File: src/common/mem_event_pkg.sv
/*
 file holds: constants, register offsets and carrier types of the
 memory array event and interrupt block.
 assumes: one clock aclk, AXI4-Lite register access, 32-bit data.
*/
package mem_event_pkg;
  // register byte offsets
  localparam logic [7:0] OFF_SIGNAL_EN = 8'h00;
  localparam logic [7:0] OFF_STATUS = 8'h04;
  localparam logic [7:0] OFF_STATUS_EN = 8'h08;
  localparam logic [7:0] OFF_SYS_TRAP = 8'h0C;
  localparam logic [7:0] OFF_DATA_TRAP = 8'h10;
  localparam logic [7:0] OFF_INSTR_TRAP = 8'h14;
  localparam logic [7:0] OFF_INT_MASK = 8'h18;
  localparam logic [7:0] OFF_INT_PEND = 8'h1C;
  // reset values
  localparam logic [31:0] RST_ZERO = 32'h0000_0000;
  // trap register fields: address in [15:0], direction select in bit 16
  localparam int TRAP_ADDR_LSB = 0;
  localparam int TRAP_ADDR_W = 16;
  localparam int TRAP_DIR_BIT = 16;
  // event kinds, five bits per memory in every event register
  localparam int EV_RANGE = 0;
  localparam int EV_TRAP = 1;
  localparam int EV_SINGLE = 2;
  localparam int EV_MULTI = 3;
  localparam int EV_PARTIAL = 4;
  localparam int EV_KINDS = 5;
  // memories: 0 system bus, 1 data even, 2 data odd, 3 instruction
  localparam int MEM_SYS = 0;
  localparam int MEM_DEVEN = 1;
  localparam int MEM_DODD = 2;
  localparam int MEM_INSTR = 3;
  localparam int MEMS = 4;
  localparam int EV_BITS = EV_KINDS * MEMS;

  // one access seen on a memory port, valid for a single cycle
  typedef struct packed {
    logic valid;
    logic write;
    logic partial;
    logic [31:0] addr;
    logic single_err;
    logic multi_err;
  } mem_access_t;

  typedef struct packed {
    logic [31:0] base;
    logic [31:0] size;
  } mem_window_t;
endpackage

File: src/rtl/mem_access_watch.sv
/*
 file holds: event detector for one memory port.
 assumes: access strobes come from logic on aclk, one cycle each.
*/
module mem_access_watch
  import mem_event_pkg::*;
(
  input wire logic aclk,
  input wire logic aresetn,
  input wire mem_event_pkg::mem_access_t acc,
  input wire mem_event_pkg::mem_window_t win,
  input wire logic [31:0] trap_reg,
  input wire logic ecc_on,
  output logic [4:0] events_q
);
  logic [31:0] offs;
  logic in_range;
  logic trap_hit;

  // offset within the memory window and range test
  assign offs = acc.addr - win.base;
  assign in_range = (acc.addr >= win.base) && (offs < win.size);
  // trap compares 16-bit offset; select 0 reads, 1 writes
  assign trap_hit = in_range &&
    (offs[TRAP_ADDR_W-1:0] ==
     trap_reg[TRAP_ADDR_LSB +: TRAP_ADDR_W]) &&
    (acc.write == trap_reg[TRAP_DIR_BIT]);

  // registered one-cycle event pulses
  always_ff @(posedge aclk)
  begin
    if (!aresetn)
      events_q <= '0;
    else
    begin
      events_q[EV_RANGE] <= acc.valid && !in_range;
      events_q[EV_TRAP] <= acc.valid && trap_hit;
      events_q[EV_SINGLE] <= acc.valid && !acc.write &&
        acc.single_err && !acc.multi_err;
      events_q[EV_MULTI] <= acc.valid && !acc.write &&
        acc.multi_err;
      events_q[EV_PARTIAL] <= acc.valid && acc.write &&
        acc.partial && ecc_on;
    end
  end
endmodule

File: src/rtl/axil_regs.sv
/*
 file holds: AXI4-Lite slave front end, one read and one write at once.
 assumes: aligned 32-bit accesses; the core answers reads the same cycle.
*/
module axil_regs
  import mem_event_pkg::*;
(
  input wire logic aclk,
  input wire logic aresetn,
  input wire logic [7:0] s_awaddr,
  input wire logic s_awvalid,
  output logic s_awready,
  input wire logic [31:0] s_wdata,
  input wire logic [3:0] s_wstrb,
  input wire logic s_wvalid,
  output logic s_wready,
  output logic [1:0] s_bresp,
  output logic s_bvalid,
  input wire logic s_bready,
  input wire logic [7:0] s_araddr,
  input wire logic s_arvalid,
  output logic s_arready,
  output logic [31:0] s_rdata,
  output logic [1:0] s_rresp,
  output logic s_rvalid,
  input wire logic s_rready,
  output logic wr_en,
  output logic [7:0] wr_addr,
  output logic [31:0] wr_data,
  output logic [3:0] wr_strb,
  output logic rd_en,
  output logic [7:0] rd_addr,
  input wire logic [31:0] rd_data,
  input wire logic rd_err,
  input wire logic wr_err
);
  logic aw_have_q, w_have_q;
  logic [7:0] aw_q;
  logic [31:0] w_q;
  logic [3:0] s_q;

  assign s_awready = !aw_have_q && !s_bvalid;
  assign s_wready = !w_have_q && !s_bvalid;
  assign wr_en = aw_have_q && w_have_q && !s_bvalid;
  assign wr_addr = aw_q;
  assign wr_data = w_q;
  assign wr_strb = s_q;
  assign s_arready = !s_rvalid;
  assign rd_en = s_arvalid && !s_rvalid;
  assign rd_addr = s_araddr;

  // write address and data taken in either order, response after both
  always_ff @(posedge aclk)
  begin
    if (!aresetn)
    begin
      aw_have_q <= 1'b0;
      w_have_q <= 1'b0;
      aw_q <= 8'h00;
      w_q <= 32'h0000_0000;
      s_q <= 4'h0;
      s_bvalid <= 1'b0;
      s_bresp <= 2'h0;
    end
    else
    begin
      if (s_awvalid && s_awready)
      begin
        aw_have_q <= 1'b1;
        aw_q <= s_awaddr;
      end
      if (s_wvalid && s_wready)
      begin
        w_have_q <= 1'b1;
        w_q <= s_wdata;
        s_q <= s_wstrb;
      end
      if (wr_en)
      begin
        aw_have_q <= 1'b0;
        w_have_q <= 1'b0;
        s_bvalid <= 1'b1;
        s_bresp <= wr_err ? 2'h2 : 2'h0;
      end
      else if (s_bvalid && s_bready)
        s_bvalid <= 1'b0;
    end
  end

  // read data registered one cycle after the address is taken
  always_ff @(posedge aclk)
  begin
    if (!aresetn)
    begin
      s_rvalid <= 1'b0;
      s_rdata <= 32'h0000_0000;
      s_rresp <= 2'h0;
    end
    else if (rd_en)
    begin
      s_rvalid <= 1'b1;
      s_rdata <= rd_data;
      s_rresp <= rd_err ? 2'h2 : 2'h0;
    end
    else if (s_rvalid && s_rready)
      s_rvalid <= 1'b0;
  end
endmodule

File: src/rtl/memory_array_event_irq.sv
/*
 file holds: event and interrupt logic of the configurable memory array.
 assumes: access strobes on aclk; memory windows are set by the array
 configuration logic; registers reached over AXI4-Lite.
*/
// Implementation choices: the register offsets and the AXI4-Lite interface to the registers.
// What this block does
// - an access outside its memory window is an out-of-range event.
// - a partial write is an event only while ecc is enabled.
// - read ecc faults are single-bit or multi-bit events, apart.
// - each memory and kind has a signal enable gating event_irq_q.
// - all enabled events are ORed into one interrupt request.
// - one status bit per kind for each of the four memories.
// - writing one clears a status bit, zero leaves it.
// - a status bit is set only while its status enable is set.
// - each memory has a trap register of address and direction; both data halves share one.
// - the trap address is a 16-bit offset in its memory window.
// - direction 0 traps reads, 1 traps writes.
// - a trap hit with the chosen direction raises its event.
module memory_array_event_irq
  import mem_event_pkg::*;
(
  input wire logic aclk,
  input wire logic aresetn,
  input wire logic [7:0] s_awaddr,
  input wire logic s_awvalid,
  output logic s_awready,
  input wire logic [31:0] s_wdata,
  input wire logic [3:0] s_wstrb,
  input wire logic s_wvalid,
  output logic s_wready,
  output logic [1:0] s_bresp,
  output logic s_bvalid,
  input wire logic s_bready,
  input wire logic [7:0] s_araddr,
  input wire logic s_arvalid,
  output logic s_arready,
  output logic [31:0] s_rdata,
  output logic [1:0] s_rresp,
  output logic s_rvalid,
  input wire logic s_rready,
  input wire mem_event_pkg::mem_access_t sys_acc,
  input wire mem_event_pkg::mem_access_t deven_acc,
  input wire mem_event_pkg::mem_access_t dodd_acc,
  input wire mem_event_pkg::mem_access_t instr_acc,
  input wire mem_event_pkg::mem_window_t sys_win,
  input wire mem_event_pkg::mem_window_t data_win,
  input wire mem_event_pkg::mem_window_t instr_win,
  input wire logic [MEMS-1:0] ecc_enable,
  output logic event_irq_q,
  output logic mem_irq_q
);
  import mem_event_pkg::*;

  logic [31:0] irq_signal_enable_q;
  logic [31:0] irq_status_flags_q;
  logic [31:0] irq_status_enable_q;
  logic [31:0] sysbus_mem_trap_address_q;
  logic [31:0] data_mem_trap_address_q;
  logic [31:0] instr_mem_trap_address_q;
  logic [31:0] int_mask_q;
  logic [31:0] int_pend_q;
  logic wr_en, rd_en;
  logic [7:0] wr_addr, rd_addr;
  logic [31:0] wr_data;
  logic [3:0] wr_strb;
  logic [31:0] rd_data;
  logic rd_err, wr_err;
  logic [EV_BITS-1:0] ev;
  logic [31:0] ev_word;
  logic [31:0] pend_set;

  ////////////////////////////////////////////////////////////////////////
  // bus front end

  axil_regs u_bus (
    .aclk(aclk),
    .aresetn(aresetn),
    .s_awaddr(s_awaddr),
    .s_awvalid(s_awvalid),
    .s_awready(s_awready),
    .s_wdata(s_wdata),
    .s_wstrb(s_wstrb),
    .s_wvalid(s_wvalid),
    .s_wready(s_wready),
    .s_bresp(s_bresp),
    .s_bvalid(s_bvalid),
    .s_bready(s_bready),
    .s_araddr(s_araddr),
    .s_arvalid(s_arvalid),
    .s_arready(s_arready),
    .s_rdata(s_rdata),
    .s_rresp(s_rresp),
    .s_rvalid(s_rvalid),
    .s_rready(s_rready),
    .wr_en(wr_en),
    .wr_addr(wr_addr),
    .wr_data(wr_data),
    .wr_strb(wr_strb),
    .rd_en(rd_en),
    .rd_addr(rd_addr),
    .rd_data(rd_data),
    .rd_err(rd_err),
    .wr_err(wr_err)
  );

  ////////////////////////////////////////////////////////////////////////
  // per-memory event detectors; the data halves share one trap register

  mem_access_watch u_sys (
    .aclk(aclk),
    .aresetn(aresetn),
    .acc(sys_acc),
    .win(sys_win),
    .trap_reg(sysbus_mem_trap_address_q),
    .ecc_on(ecc_enable[MEM_SYS]),
    .events_q(ev[MEM_SYS*EV_KINDS +: EV_KINDS])
  );

  mem_access_watch u_deven (
    .aclk(aclk),
    .aresetn(aresetn),
    .acc(deven_acc),
    .win(data_win),
    .trap_reg(data_mem_trap_address_q),
    .ecc_on(ecc_enable[MEM_DEVEN]),
    .events_q(ev[MEM_DEVEN*EV_KINDS +: EV_KINDS])
  );

  mem_access_watch u_dodd (
    .aclk(aclk),
    .aresetn(aresetn),
    .acc(dodd_acc),
    .win(data_win),
    .trap_reg(data_mem_trap_address_q),
    .ecc_on(ecc_enable[MEM_DODD]),
    .events_q(ev[MEM_DODD*EV_KINDS +: EV_KINDS])
  );

  mem_access_watch u_instr (
    .aclk(aclk),
    .aresetn(aresetn),
    .acc(instr_acc),
    .win(instr_win),
    .trap_reg(instr_mem_trap_address_q),
    .ecc_on(ecc_enable[MEM_INSTR]),
    .events_q(ev[MEM_INSTR*EV_KINDS +: EV_KINDS])
  );

  assign ev_word = {{(32-EV_BITS){1'b0}}, ev};

  ////////////////////////////////////////////////////////////////////////
  // helpers

  // byte-lane merge of a write into a register
  function automatic logic [31:0] merge(input logic [31:0] old,
                                        input logic [31:0] nw,
                                        input logic [3:0] strb);
    logic [31:0] r;
    r = old;
    for (int i = 0; i < 4; i++)
    begin
      if (strb[i])
        r[i*8 +: 8] = nw[i*8 +: 8];
    end
    return r;
  endfunction

  // expand byte strobes to a bit mask
  function automatic logic [31:0] lanes(input logic [3:0] strb);
    return {{8{strb[3]}}, {8{strb[2]}}, {8{strb[1]}}, {8{strb[0]}}};
  endfunction

  function automatic logic hit(input logic en, input logic [7:0] a,
                               input logic [7:0] off);
    return en && (a == off);
  endfunction

  ////////////////////////////////////////////////////////////////////////
  // read decode and unmapped answers

  always_comb
  begin
    rd_err = 1'b0;
    case (rd_addr)
      OFF_SIGNAL_EN: rd_data = irq_signal_enable_q;
      OFF_STATUS: rd_data = irq_status_flags_q;
      OFF_STATUS_EN: rd_data = irq_status_enable_q;
      OFF_SYS_TRAP: rd_data = sysbus_mem_trap_address_q;
      OFF_DATA_TRAP: rd_data = data_mem_trap_address_q;
      OFF_INSTR_TRAP: rd_data = instr_mem_trap_address_q;
      OFF_INT_MASK: rd_data = int_mask_q;
      OFF_INT_PEND: rd_data = int_pend_q;
      default:
      begin
        rd_data = 32'h0000_0000;
        rd_err = 1'b1;
      end
    endcase
  end

  always_comb
  begin
    case (wr_addr)
      OFF_SIGNAL_EN, OFF_STATUS, OFF_STATUS_EN, OFF_SYS_TRAP,
      OFF_DATA_TRAP, OFF_INSTR_TRAP, OFF_INT_MASK, OFF_INT_PEND:
        wr_err = 1'b0;
      default: wr_err = 1'b1;
    endcase
  end

  ////////////////////////////////////////////////////////////////////////
  // software-written configuration registers

  always_ff @(posedge aclk)
  begin
    if (!aresetn)
    begin
      irq_signal_enable_q <= RST_ZERO;
      irq_status_enable_q <= RST_ZERO;
      sysbus_mem_trap_address_q <= RST_ZERO;
      data_mem_trap_address_q <= RST_ZERO;
      instr_mem_trap_address_q <= RST_ZERO;
      int_mask_q <= RST_ZERO;
    end
    else
    begin
      // gate writes by implemented bits
      if (hit(wr_en, wr_addr, OFF_SIGNAL_EN))
        irq_signal_enable_q <= merge(irq_signal_enable_q, wr_data,
                                     wr_strb) & ev_mask();
      if (hit(wr_en, wr_addr, OFF_STATUS_EN))
        irq_status_enable_q <= merge(irq_status_enable_q, wr_data,
                                     wr_strb) & ev_mask();
      if (hit(wr_en, wr_addr, OFF_SYS_TRAP))
        sysbus_mem_trap_address_q <= merge(sysbus_mem_trap_address_q,
          wr_data, wr_strb) & trap_mask();
      if (hit(wr_en, wr_addr, OFF_DATA_TRAP))
        data_mem_trap_address_q <= merge(data_mem_trap_address_q,
          wr_data, wr_strb) & trap_mask();
      if (hit(wr_en, wr_addr, OFF_INSTR_TRAP))
        instr_mem_trap_address_q <= merge(instr_mem_trap_address_q,
          wr_data, wr_strb) & trap_mask();
      if (hit(wr_en, wr_addr, OFF_INT_MASK))
        int_mask_q <= merge(int_mask_q, wr_data, wr_strb) & ev_mask();
    end
  end

  function automatic logic [31:0] ev_mask();
    return {{(32-EV_BITS){1'b0}}, {EV_BITS{1'b1}}};
  endfunction

  function automatic logic [31:0] trap_mask();
    return 32'h0001_FFFF;
  endfunction

  ////////////////////////////////////////////////////////////////////////
  // status flags: set behind status enable, write one to clear, set wins

  always_ff @(posedge aclk)
  begin
    if (!aresetn)
      irq_status_flags_q <= RST_ZERO;
    else
      irq_status_flags_q <= (irq_status_flags_q &
        ~(hit(wr_en, wr_addr, OFF_STATUS) ?
          (wr_data & lanes(wr_strb)) : 32'h0000_0000))
        | (ev_word & irq_status_enable_q);
  end

  ////////////////////////////////////////////////////////////////////////
  // pending copy for the local interrupt, cleared by reading it

  assign pend_set = ev_word & irq_status_enable_q;

  always_ff @(posedge aclk)
  begin
    if (!aresetn)
      int_pend_q <= RST_ZERO;
    else if (hit(rd_en, rd_addr, OFF_INT_PEND))
      int_pend_q <= pend_set;
    else
      int_pend_q <= int_pend_q | pend_set;
  end

  ////////////////////////////////////////////////////////////////////////
  // interrupt outputs

  always_ff @(posedge aclk)
  begin
    if (!aresetn)
    begin
      event_irq_q <= 1'b0;
      mem_irq_q <= 1'b0;
    end
    else
    begin
      event_irq_q <= |(irq_status_flags_q & irq_signal_enable_q);
      mem_irq_q <= |(int_pend_q & int_mask_q);
    end
  end
endmodule

File: config.mk
export PLATFORM = sky130hd
export DESIGN_NAME = memory_array_event_irq
export DESIGN_NICKNAME = d
export VERILOG_FILES = /design/src/common/mem_event_pkg.sv /design/src/rtl/mem_access_watch.sv /design/src/rtl/axil_regs.sv /design/src/rtl/memory_array_event_irq.sv
export SDC_FILE = /design/constraint.sdc
export NUM_CORES = 1
export LEC_CHECK = 0
export BUFFER_PORTS_ARGS = -buffer_cell sky130_fd_sc_hd__buf_2
export CELL_PAD_IN_SITES_DETAIL_PLACEMENT = 0
export CELL_PAD_IN_SITES_GLOBAL_PLACEMENT = 1
export CORE_UTILIZATION = 45
export CTS_CLUSTER_SIZE = 16
export DETAILED_ROUTE_END_ITERATION = 10
export GPL_TIMING_DRIVEN = 0
export PLACE_DENSITY = 0.93
export SYNTH_ARGS = -nofsm -noshare
export SYNTH_HDL_FRONTEND = slang
export SYNTH_HIERARCHICAL = 1
export SYNTH_SLANG_ARGS = --single-unit
export TNS_END_PERCENT = 1
File: constraint.sdc
create_clock -name aclk -period 15.1 [get_ports aclk]
set_clock_uncertainty 0.15 [all_clocks]
set_input_delay 3.775 -clock aclk [delete_from_list [all_inputs] [get_ports aclk]]
set_output_delay 3.775 -clock aclk [all_outputs]
set_load 0.05 [all_outputs]
# After elaboration in Yosys (flattened, before gate mapping)

Memories as Yosys holds them, arrays and structs flattened. A register that Yosys moved wholly into a read port is not among the register bits.
Cells that the tools add are included.
W data, S select, Z words.

Register bits: 281
Memory bits (read-only): 32
Input port bits: 403
Output and inout bits: 43
Memories: 1

Memories:

| name            | depth | bits a word | read ports | clocked after Yosys merged registers in | wr ports | RTL line                      | text |
|---|---|---|---|---|---|---|---|
| (no name shown) | 32    | 1           | 1          | 1                                       | 0        | memory_array_event_irq.sv:204 | `case (wr_addr)` |

Add/subtract/negate cells: 4
$lt $le $gt $ge: 8
Eq/ne operators: 21
Multiplexer cells: 12
Bitwise gates (word level): 9
Reductions and logical operators: 108

Operators by type and width:

| operator             | number |
|---|---|
| $pmux W32 S8         | 1 |
| $ge A32 B32 Y1       | 4 |
| $lt A32 B32 Y1       | 4 |
| $sub A32 B32 Y32     | 4 |
| $logic_and A1 B1 Y1  | 65 |
| $and A32 B20 Y32     | 2 |
| $and A32 B32 Y32     | 2 |
| $eq A16 B16 Y1       | 4 |
| $mux W32             | 2 |
| $reduce_or A32 Y1    | 2 |
| $eq A8 B5 Y1 const B | 7 |
| $reduce_and A2 Y1    | 18 |
| $eq A8 B4 Y1 const B | 4 |
| $not A32 Y32         | 1 |
| $or A32 B20 Y32      | 1 |
| $or A32 B32 Y32      | 1 |
| $and A20 B20 Y20     | 1 |
| $eq A8 B3 Y1 const B | 2 |
| $logic_not A1 Y1     | 16 |
| $logic_not A8 Y1     | 2 |
| $mux W5              | 2 |
| $reduce_or A8 Y1     | 1 |
| $mux W1              | 5 |
| $eq A1 B1 Y1         | 4 |
| other kinds (5)      | 7 |

# Depth between registers and ports, before layout

Gate-level depths: netlist of the first run.

Depth after elaboration: 7
Depth in mapped cells: 21
Depth with buffers taken out: 21

# Modules after synthesis

The synthesis of the first run kept the hierarchy.

By module, submodules not included:

| module                         | instances | cells an instance | area an instance (µm²) | sequential area each (µm²) |
|---|---|---|---|---|
| memory_array_event_irq         | 1         | 834               | 7459.7                 | 3303.2 |
| mem_access_watch at u_dodd ... | 2         | 439               | 3067.9                 | 100.1 |
| mem_access_watch at u_deven    | 1         | 456               | 3199.3                 | 100.1 |
| axil_regs                      | 1         | 374               | 3139.3                 | 1641.6 |
| mem_access_watch at u_sys      | 1         | 412               | 3005.4                 | 100.1 |

# Least setup slack after synthesis of the first run

OpenSTA, ideal clock, no wires.

Path type: input to register
Start: input port data_win[37] (netlist name)
End: register u_deven.events_q[1]
Library setup time: 92 ps
Arrival time: 7437 ps
Path slack: 7422 ps
Stages on the path: 20
Buffers on the path: 1
Cells stage by stage: inv_1 ha_1 buf_6 a21o_1 a21o_1 a21o_1 a221oi_4 nor3_1 a2111o_1 a21oi_2 o21ai_1 xor2_1 ha_1 and3_1 nand4_1 nor3_1 and3_1 a221oi_1 nand2_1 nor4_1

Cells in the longest elaborated chain, start to end: 6

RTL lines:

| element                       | RTL line                     | text |
|---|---|---|
| start, declared               | memory_array_event_irq.sv:47 | `input wire mem_event_pkg::mem_window_t data_win,` |
| $sub A32 B32 Y32              | mem_access_watch.sv:21       | `assign offs = acc.addr - win.base;` |
| $lt A32 B32 Y1                | mem_access_watch.sv:22       | `assign in_range = (acc.addr >= win.base) && (offs < win.size);` |
| $logic_and A1 B1 Y1           | mem_access_watch.sv:22       |  |
| $logic_and A1 B1 Y1 *         | mem_access_watch.sv:24       | `assign trap_hit = in_range &&` |
| $logic_and A1 B1 Y1 *         | mem_access_watch.sv:26       | `trap_reg[TRAP_ADDR_LSB +: TRAP_ADDR_W]) &&` |
| $logic_and A1 B1 Y1 *         | mem_access_watch.sv:37       | `events_q[EV_TRAP] <= acc.valid && trap_hit;` |
| end signal, assigned by index | mem_access_watch.sv:36       | `events_q[EV_RANGE] <= acc.valid && !in_range;` |
| end signal, assigned by index | mem_access_watch.sv:37       |  |
| end signal, assigned by index | mem_access_watch.sv:38       | `events_q[EV_SINGLE] <= acc.valid && !acc.write &&` |
| end, declared                 | mem_access_watch.sv:14       | `output logic [4:0] events_q` |

Every way passes the cells marked *; elsewhere a longest branch is shown, timed or not.
A chain may end at the register's enable or synchronous reset.

# Final worst setup path of the first run

Start: input port sys_acc[2] (netlist name)
End: register u_sys.events_q[1]

Cells in the longest elaborated chain, start to end: 6

RTL lines:

| element                       | RTL line                     | text |
|---|---|---|
| start, declared               | memory_array_event_irq.sv:42 | `input wire mem_event_pkg::mem_access_t sys_acc,` |
| $sub A32 B32 Y32              | mem_access_watch.sv:21       |  |
| $lt A32 B32 Y1                | mem_access_watch.sv:22       |  |
| $logic_and A1 B1 Y1           | mem_access_watch.sv:22       |  |
| $logic_and A1 B1 Y1 *         | mem_access_watch.sv:24       |  |
| $logic_and A1 B1 Y1 *         | mem_access_watch.sv:26       |  |
| $logic_and A1 B1 Y1 *         | mem_access_watch.sv:37       |  |
| end signal, assigned by index | mem_access_watch.sv:36       |  |
| end signal, assigned by index | mem_access_watch.sv:37       |  |
| end signal, assigned by index | mem_access_watch.sv:38       |  |
| end, declared                 | mem_access_watch.sv:14       |  |

Marked as above.

==> results.txt, run 1 <==
- In this run the number of H-tree levels came out at 1.
* Unrepaired setup endpoints after global routing: no
- Critical path launch point type: primary input
- In the routed layout, each cell is associated on average with a via count of 5.81.
- Core area: 50200 sq um
- Relative to the synthesized area, the layout overhead comes to 17.3%.
* Fin cells: 4113
- In the final routed layout, each cell accounts on average for 19.9 um.
- Largest buffer count on any clock path: 3
- Most common library cell in the layout ignoring fill and taps: buf_2
- Yosys synthesis warning count: 6
- Clock tree synthesis found a total of 267 sinks.
* Syn Inst Count: 2953
* Number of violations of the max-capacitance limit: 0
- In this run the cell area of the synthesized design comes to 22900 sq um.
- Across every metal layer, demand over resource in global routing totals 30.3%.
- Worst-case vdd ir drop: 0.0790 mV
* Inserted Clock Buffers: 28
- Instance area after placement: 26000 sq um
- Measured against its own limit, the worst slew margin works out to 36.9%.
* I/O Pins: 446
- For this run, design rule violations remaining after detail routing come to 0.
- The worst setup path is captured at a flop.
* Horizontal extent of the die: 228 um
* Commonest cells after routing, fill and taps aside: buf_2 (477), inv_1 (292), nand2_1 (291)
- # resized after CTS: 0
- Power per cell area: 81.3 nW/um^2
* Filler instances: 4904
* NumNets Final: 4078
- CTS tree: done
- For this run, the detailed router's first-pass iteration total came to 6.
* Final hold violations: 0
* Met3 routed WL: 6560 um
- Antenna violations before repair: 2
* Critical Path AT: 8.62 ns
* Share of the cycle needed by the critical path after routing: 55.5%
- Required time worst endpoint: 15.35 ns
- Dividing the synthesized area by the synthesized cell count gives 7.77 sq um.
* Fraction of final layout cells sized beyond drive strength 1: 18.3%
- The worst path needs 8.37 ns of the cycle, external delays included.
- The tree is rooted in a clkbuf_16.
- Static timing analysis puts the maximum clock frequency at 0.119 GHz.
- Final setup violation count: 0
- Metal2 WL: 36400 um
* Classification of the worst setup path: primary input to flop
- Final core occ: 53.6%
* Leakage Power: 12.6 nW
* First-pass GRT wire length: 125000 um
- Vias: 23.9k
- For the pin with the worst max-slew slack, the measured transition is 0.933 ns.
* Worst reg-to-reg setup slack: 12.15 ns
- Number of antenna-violating nets in the routed design: 0
- Met1 WL: 35200 um
- Multi-input combinational cell area: 15800 sq um
- Setup total negative slack on the finished layout was measured at 0 ns.
- Final standard cell area without fillers: 26900 sq um
- Clock input transition at the sequential cells of the worst setup and hold paths: 0.06 ns
- The floorplan has 82 rows.
- The highest layer touched by signal routing is met4.
* Post-detail-place hpwl: 67500 um
- Max Transition Viols Final: 0
* Maximum number of pins on one net before global-route repair: 15
- After detailed placement, the design holds a cell count of 4061.
* Gr ovfl total: 0
- The clock reaches the later pin of the worst-skew pair after 0.55 ns.
- In this run the worst path has a maximum fanout of 4.
- Port bufs: 435
- In this run, the number of DRC markers left after iteration 0 of detailed routing was 2166.
* Min-Delay Path Class: flop to flop
* Setup bufs post-CTS: 0
* Die span in y: 228 um
- For this block, the routed nets add up to 81800 um of wire.
- For this configuration, the core starts out at a cell density of 45.7%.
- Footprint of the flip-flops and latches: 5350 sq um
* Via count of the first global-routing pass: 22.4k
* Result of the run: complete, no violations
* Die area: 51900 sq um
- Routability congestion estimate from global placement: 1.02
* # hold bufs at CTS: 0
==> registers in the layout, summed over array words and instances, names as in the netlist, 4 cells and up <==
register / cells
sysbus_mem_trap_address_q: 17
u_sys/events_q: 5
int_pend_q: 20
u_deven/events_q: 5
irq_status_flags_q: 32
u_bus/wr_data: 32
irq_status_enable_q: 20
data_mem_trap_address_q: 17
u_bus/wr_strb: 4
irq_signal_enable_q: 20
u_bus/wr_addr: 8
u_bus/s_rdata: 32
int_mask_q: 20
u_instr/events_q: 5
u_dodd/events_q: 5
instr_mem_trap_address_q: 17
==> area by class of cell <==
cell class	count	area share (%)
well taps	672	3.13
multi-input cells	2254	58.6
clock buffers	35	2.89
flip-flops and latches	267	19.9
clock inverters	15	0.609
diodes	2	0.0186
repair buffers	435	8.09
plain buffers	138	2.65
inverters	295	4.12
==> critical path: stages <==
cell and delay [ns]:
buf_2 0.07, inv_1 0.03, ha_1 0.23, fa_1 0.46, nor2b_1 0.19, o31a_1 0.21
o211ai_1 0.17, a211oi_1 0.44, nor2_1 0.20, o31ai_1 0.46, a221oi_1 0.17, xnor2_1 0.16
ha_1 0.30, nand4_1 0.11, nor2_1 0.09, a211oi_1 0.23, o2111ai_1 0.13, a31o_2 0.23
a41oi_1 0.15, o21ai_1 0.26, nor4_2 0.54
==> where the power goes <==
group          leakage, nW  internal, W  switching (W)
registers             2.16     0.000715      0.0000168
clock network        0.470     0.000417       0.000298
logic                 9.99     0.000316       0.000425
total                 12.6      0.00145       0.000739
==> per-stage QoR <==
stage / setup WS (ns) / power (W) / hold WS [ns]
4_1_cts: 6.80 / 0.00218 / 0.278
5_1_grt: 6.37 / 0.00231 / 0.295
3_5_place_dp: 6.30 / 0.00148 / 0.265
6_report: 6.73 / 0.00219 / 0.276
3_3_place_gp: 6.22 / 0.00147 / 0.259
2_1_floorplan: 7.42 / 0.00126 / 0.253
==> routing by layer <==
layer | track usage (%) | up-vias
met4 | 11.4 | 0
met3 | 3.78 | 192
met1 | 41.0 | 11100
li1 | - | 11500
met2 | 49.0 | 1131
met5 | 0 | -
==> worst paths after layout <==
path	startpoint	end	depth (start not counted)
hold / removal	irq_status_flags_q[29]	irq_status_flags_q[29]	2
setup reg to reg	sysbus_mem_trap_address_q[16]	u_sys/events_q[1]	8
hold reg to reg	irq_status_flags_q[29]	irq_status_flags_q[29]	2
setup / recovery	sys_acc[2]	u_sys/events_q[1]	21
Note: power is estimated with default switching activity, not from simulation.
==> run 2, diff against run 1 <==
--- a/config.mk
+++ b/config.mk
@@ -5,14 +5,15 @@
 export SDC_FILE = /design/constraint.sdc
 export NUM_CORES = 1
 export LEC_CHECK = 0
+export ABC_AREA = 1
 export BUFFER_PORTS_ARGS = -buffer_cell sky130_fd_sc_hd__buf_2
 export CELL_PAD_IN_SITES_DETAIL_PLACEMENT = 0
 export CELL_PAD_IN_SITES_GLOBAL_PLACEMENT = 1
-export CORE_UTILIZATION = 45
+export CORE_UTILIZATION = 40
 export CTS_CLUSTER_SIZE = 16
 export DETAILED_ROUTE_END_ITERATION = 10
 export GPL_TIMING_DRIVEN = 0
-export PLACE_DENSITY = 0.93
+export PLACE_DENSITY = 0.88
 export SYNTH_ARGS = -nofsm -noshare
 export SYNTH_HDL_FRONTEND = slang
 export SYNTH_HIERARCHICAL = 1
==> constraint.sdc (replaced) <==
create_clock -name aclk -period 8.15 [get_ports aclk]
set_clock_uncertainty 0.15 [all_clocks]
set_input_delay 2.0375 -clock aclk [delete_from_list [all_inputs] [get_ports aclk]]
set_output_delay 2.0375 -clock aclk [all_outputs]
set_load 0.05 [all_outputs]
==> run 2 against run 1 <==
Die area up 28%. Design area up 12%. Critical path depth down 5. Clock power up 79%. Combinational power up 110%. Final cell count up 39%. Routed wire length up 12%. Power up 94%. Sequential power up 87%. Hold slack better by 0.0030 ns. Count of clock-buffer cells in the layout up 8. Critical endpoint is now u_deven/events_q[0].
==> results.txt, run 2 <==
* Result of the run: complete, no violations
- The analysis attributes to cell leakage a power of 16.6 nW.
- First-pass GRT wire length: 143000 um
- End point of the worst hold path: irq_status_flags_q[30]
- From bottom edge to top edge, the die measures 257 um.
* Clock tree sinks: 267
- In this run the worst hold path is classified as flop to flop.
- Commonest cells after routing, fill and taps aside: nand2_1 (1124), inv_1 (744), nor2_1 (518)
- H-tree Lvls: 1
- Of all nets on the critical path, the largest fanout is 7.
* Horizontal extent of the die: 257 um
- Effective utilization at floorplan: 40.5%
* Classification of the worst setup path: primary input to flop
* Cells traversed along the worst timing path: buf_2 > inv_1 > ha_1 > clkbuf_1 > nand2_1 > nor4_1 > nand3_1 > nand4_1 > xor2_1 > ha_1 > nand2_1 > nor2_1 > nand4_1 > nor2_1 > o21ai_0 > a31oi_1
- On the worst path, the slowest cell contributes a delay of 0.70 ns.
- For this run, the top clock speed supported by timing is 0.188 GHz.
- Via count of the first global-routing pass: 26.4k
* Number of antenna-violating nets in the routed design: 0
* Port bufs: 433
* Most common library cell in the layout ignoring fill and taps: nand2_1
- Inserted Clock Buffers: 28
- After clock tree synthesis, the clock-pin slew on the worst setup and hold paths is 0.06 ns.
* Detailed-route DRC error count: 0
* Worst path slowest cell: nor4_1
- The worst register-to-register path begins at data_mem_trap_address_q[16].
- For this block, the routed nets add up to 91600 um of wire.
* Slew at the pin with the worst max-slew slack: 0.834 ns
- Yosys synthesis warning count: 6
- Number of buffer and inverter instances along the worst setup path: 3
- Length in cells of the worst reg-to-reg path: 11
- Gate family responsible for the most delay along the worst path: simple AND/OR/NAND/NOR gates
- For this run, the detailed router's first-pass iteration total came to 6.
- Clock latency on the worst-skew pair, taken at its later pin, is 0.58 ns.
- In the final design database the tool counted 5481 nets.
- The region available for standard cell placement spans 64500 sq um.
- Total global-route track usage: 27.0%
- Compared with the post-synthesis result, the final layout area differs by 15.9%.
* # hold bufs at CTS: 0
* End of the worst register-to-register path: u_deven/events_q[1]
* Die area: 66200 sq um
- Setup violations remaining at the end of the flow were counted as 0.
- After clock tree synthesis, the repair step resized 0 gates.
* Fraction of final layout cells sized beyond drive strength 1: 15.5%
- Data arrives at the worst endpoint at 5.63 ns.
* Share of the cycle needed by the critical path after routing: 65.3%
* Critical path launch point type: primary input
- The worst pin sits at a relative slew slack of 43.7%.
* Synthesized cell area: 26100 sq um
- The floorplan has 93 rows.
- Dividing the synthesized area by the synthesized cell count gives 5.98 sq um.
* Mean routed wirelength per cell: 16.1 um
* Setup bufs post-CTS: 0
- Clock tree root driver cell: clkbuf_16
- Worst reg-to-reg setup slack: 5.84 ns
- Unrepaired setup endpoints after global routing: no
- The congestion estimate from routability-driven global placement came to 0.991.
* Worst slack on hold paths: 0.279 ns
- The detailed router finished its first iteration with 2012 violations.
- For this design the top-level I/O count stands at 446.
- CTS tree: done
- Placement-stage worst setup slack: 2.39 ns
* Power per cell area: 140 nW/um^2
- The number of antenna violations at the first check in global routing was 3.
- Across all setup checks in the final design, the least slack found is 2.83 ns.
- Dividing the detail-routed via count by the number of cells gives 4.95.
* Instance count along the most critical hold path: 2
* Vias: 28.2k
- In this run the deepest clock path goes through 3 buffers.
* Maximum number of pins on one net before global-route repair: 16
* Max Transition Viols Final: 0
- Across the run, the number of max-cap violations was 0.
- In the synthesized netlist, the number of instances is 4358.
- The routed design could run at a clock period as short as 5.32 ns.
- Required time worst endpoint: 8.46 ns
- Worst-case vdd ir drop: 0.147 mV
- In this run the most critical hold path is launched from irq_status_flags_q[30].
- Final hold violations: 0
* Total negative slack for setup checks: 0 ns
- Gr ovfl total: 0
* Nature of the critical path endpoint: flop
- Post-detail-place hpwl: 77800 um
==> run 2: cell count changes in the layout (fill, tap and decap cells not counted), moves of 44 or more <==
cell and change:
nand2_1 +833, inv_1 +452, a21o_1 -48, xnor2_1 -84
a22oi_1 -44, nor2_1 +410, nand3_1 +283, nor2b_1 -44
nand2_2 +59, a21oi_1 +103, o21ai_0 -149
==> run 2: worst min-delay path: stages (launching register included) <==
cell	delay (ns)
dfxtp_1	0.31
nand2_1	0.05
a31oi_1	0.03
==> run 2: routing by layer <==
layer  wire [um]  global-route usage, %  vias up
met5           0                      0        -
li1            -                      -    14700
met1       40700                   35.6    12500
met3        5140                   1.80      128
met2       43000                   47.2      855
met4        2690                   7.46        0
==> run 2: area by class of cell <==
class / count / area [sq um]
Fill cell: 7125 / 34200
Clock buffer: 43 / 817
Timing Repair Buffer: 433 / 2170
Tap cell: 855 / 1070
Sequential cell: 267 / 5350
Antenna cell: 4 / 10.0
Clock inverter: 8 / 90.1
Multi-Input combinational cell: 3185 / 17100
Buffer: 137 / 728
Inverter: 770 / 2890
==> run 2: stage by stage <==
| step | power (W) | area [sq um] | instances | utilization, % |
|---|---|---|---|---|
| 6_report | 0.00424 | 30200 | 5702 | 46.9 |
| 5_1_grt | 0.00452 | 30200 | 5702 | 46.9 |
| 4_1_cts | 0.00424 | 30200 | 5698 | 46.9 |
| 3_5_place_dp | 0.00298 | 29300 | 5647 | 45.5 |
| 3_3_place_gp | 0.00296 | 29300 | 5647 | 45.5 |
| 2_1_floorplan | 0.00252 | 26100 | 4359 | - |
==> run 2: worst max-delay path by stage <==
| stage | startpoint | end | slack (ns) | cells past startpoint |
|---|---|---|---|---|
| after detailed placement | dodd_acc[2] | u_dodd/events_q[1] | 2.39 | 25 |
| after global routing | dodd_acc[2] | u_dodd/events_q[1] | 2.66 | 25 |
| final | data_win[55] | u_deven/events_q[0] | 2.83 | 16 |
| after global placement | dodd_acc[2] | u_dodd/events_q[1] | 2.43 | 25 |
| after CTS | dodd_acc[2] | u_dodd/events_q[1] | 2.95 | 25 |
| after floorplan | data_win[37] | u_dodd/events_q[1] | 3.31 | 20 |
==> run 2: where the power goes <==
group	internal, W	switching [W]
combinational	0.000565	0.00102
sequential	0.00134	0.0000317
clock	0.000723	0.000558
total	0.00263	0.00161
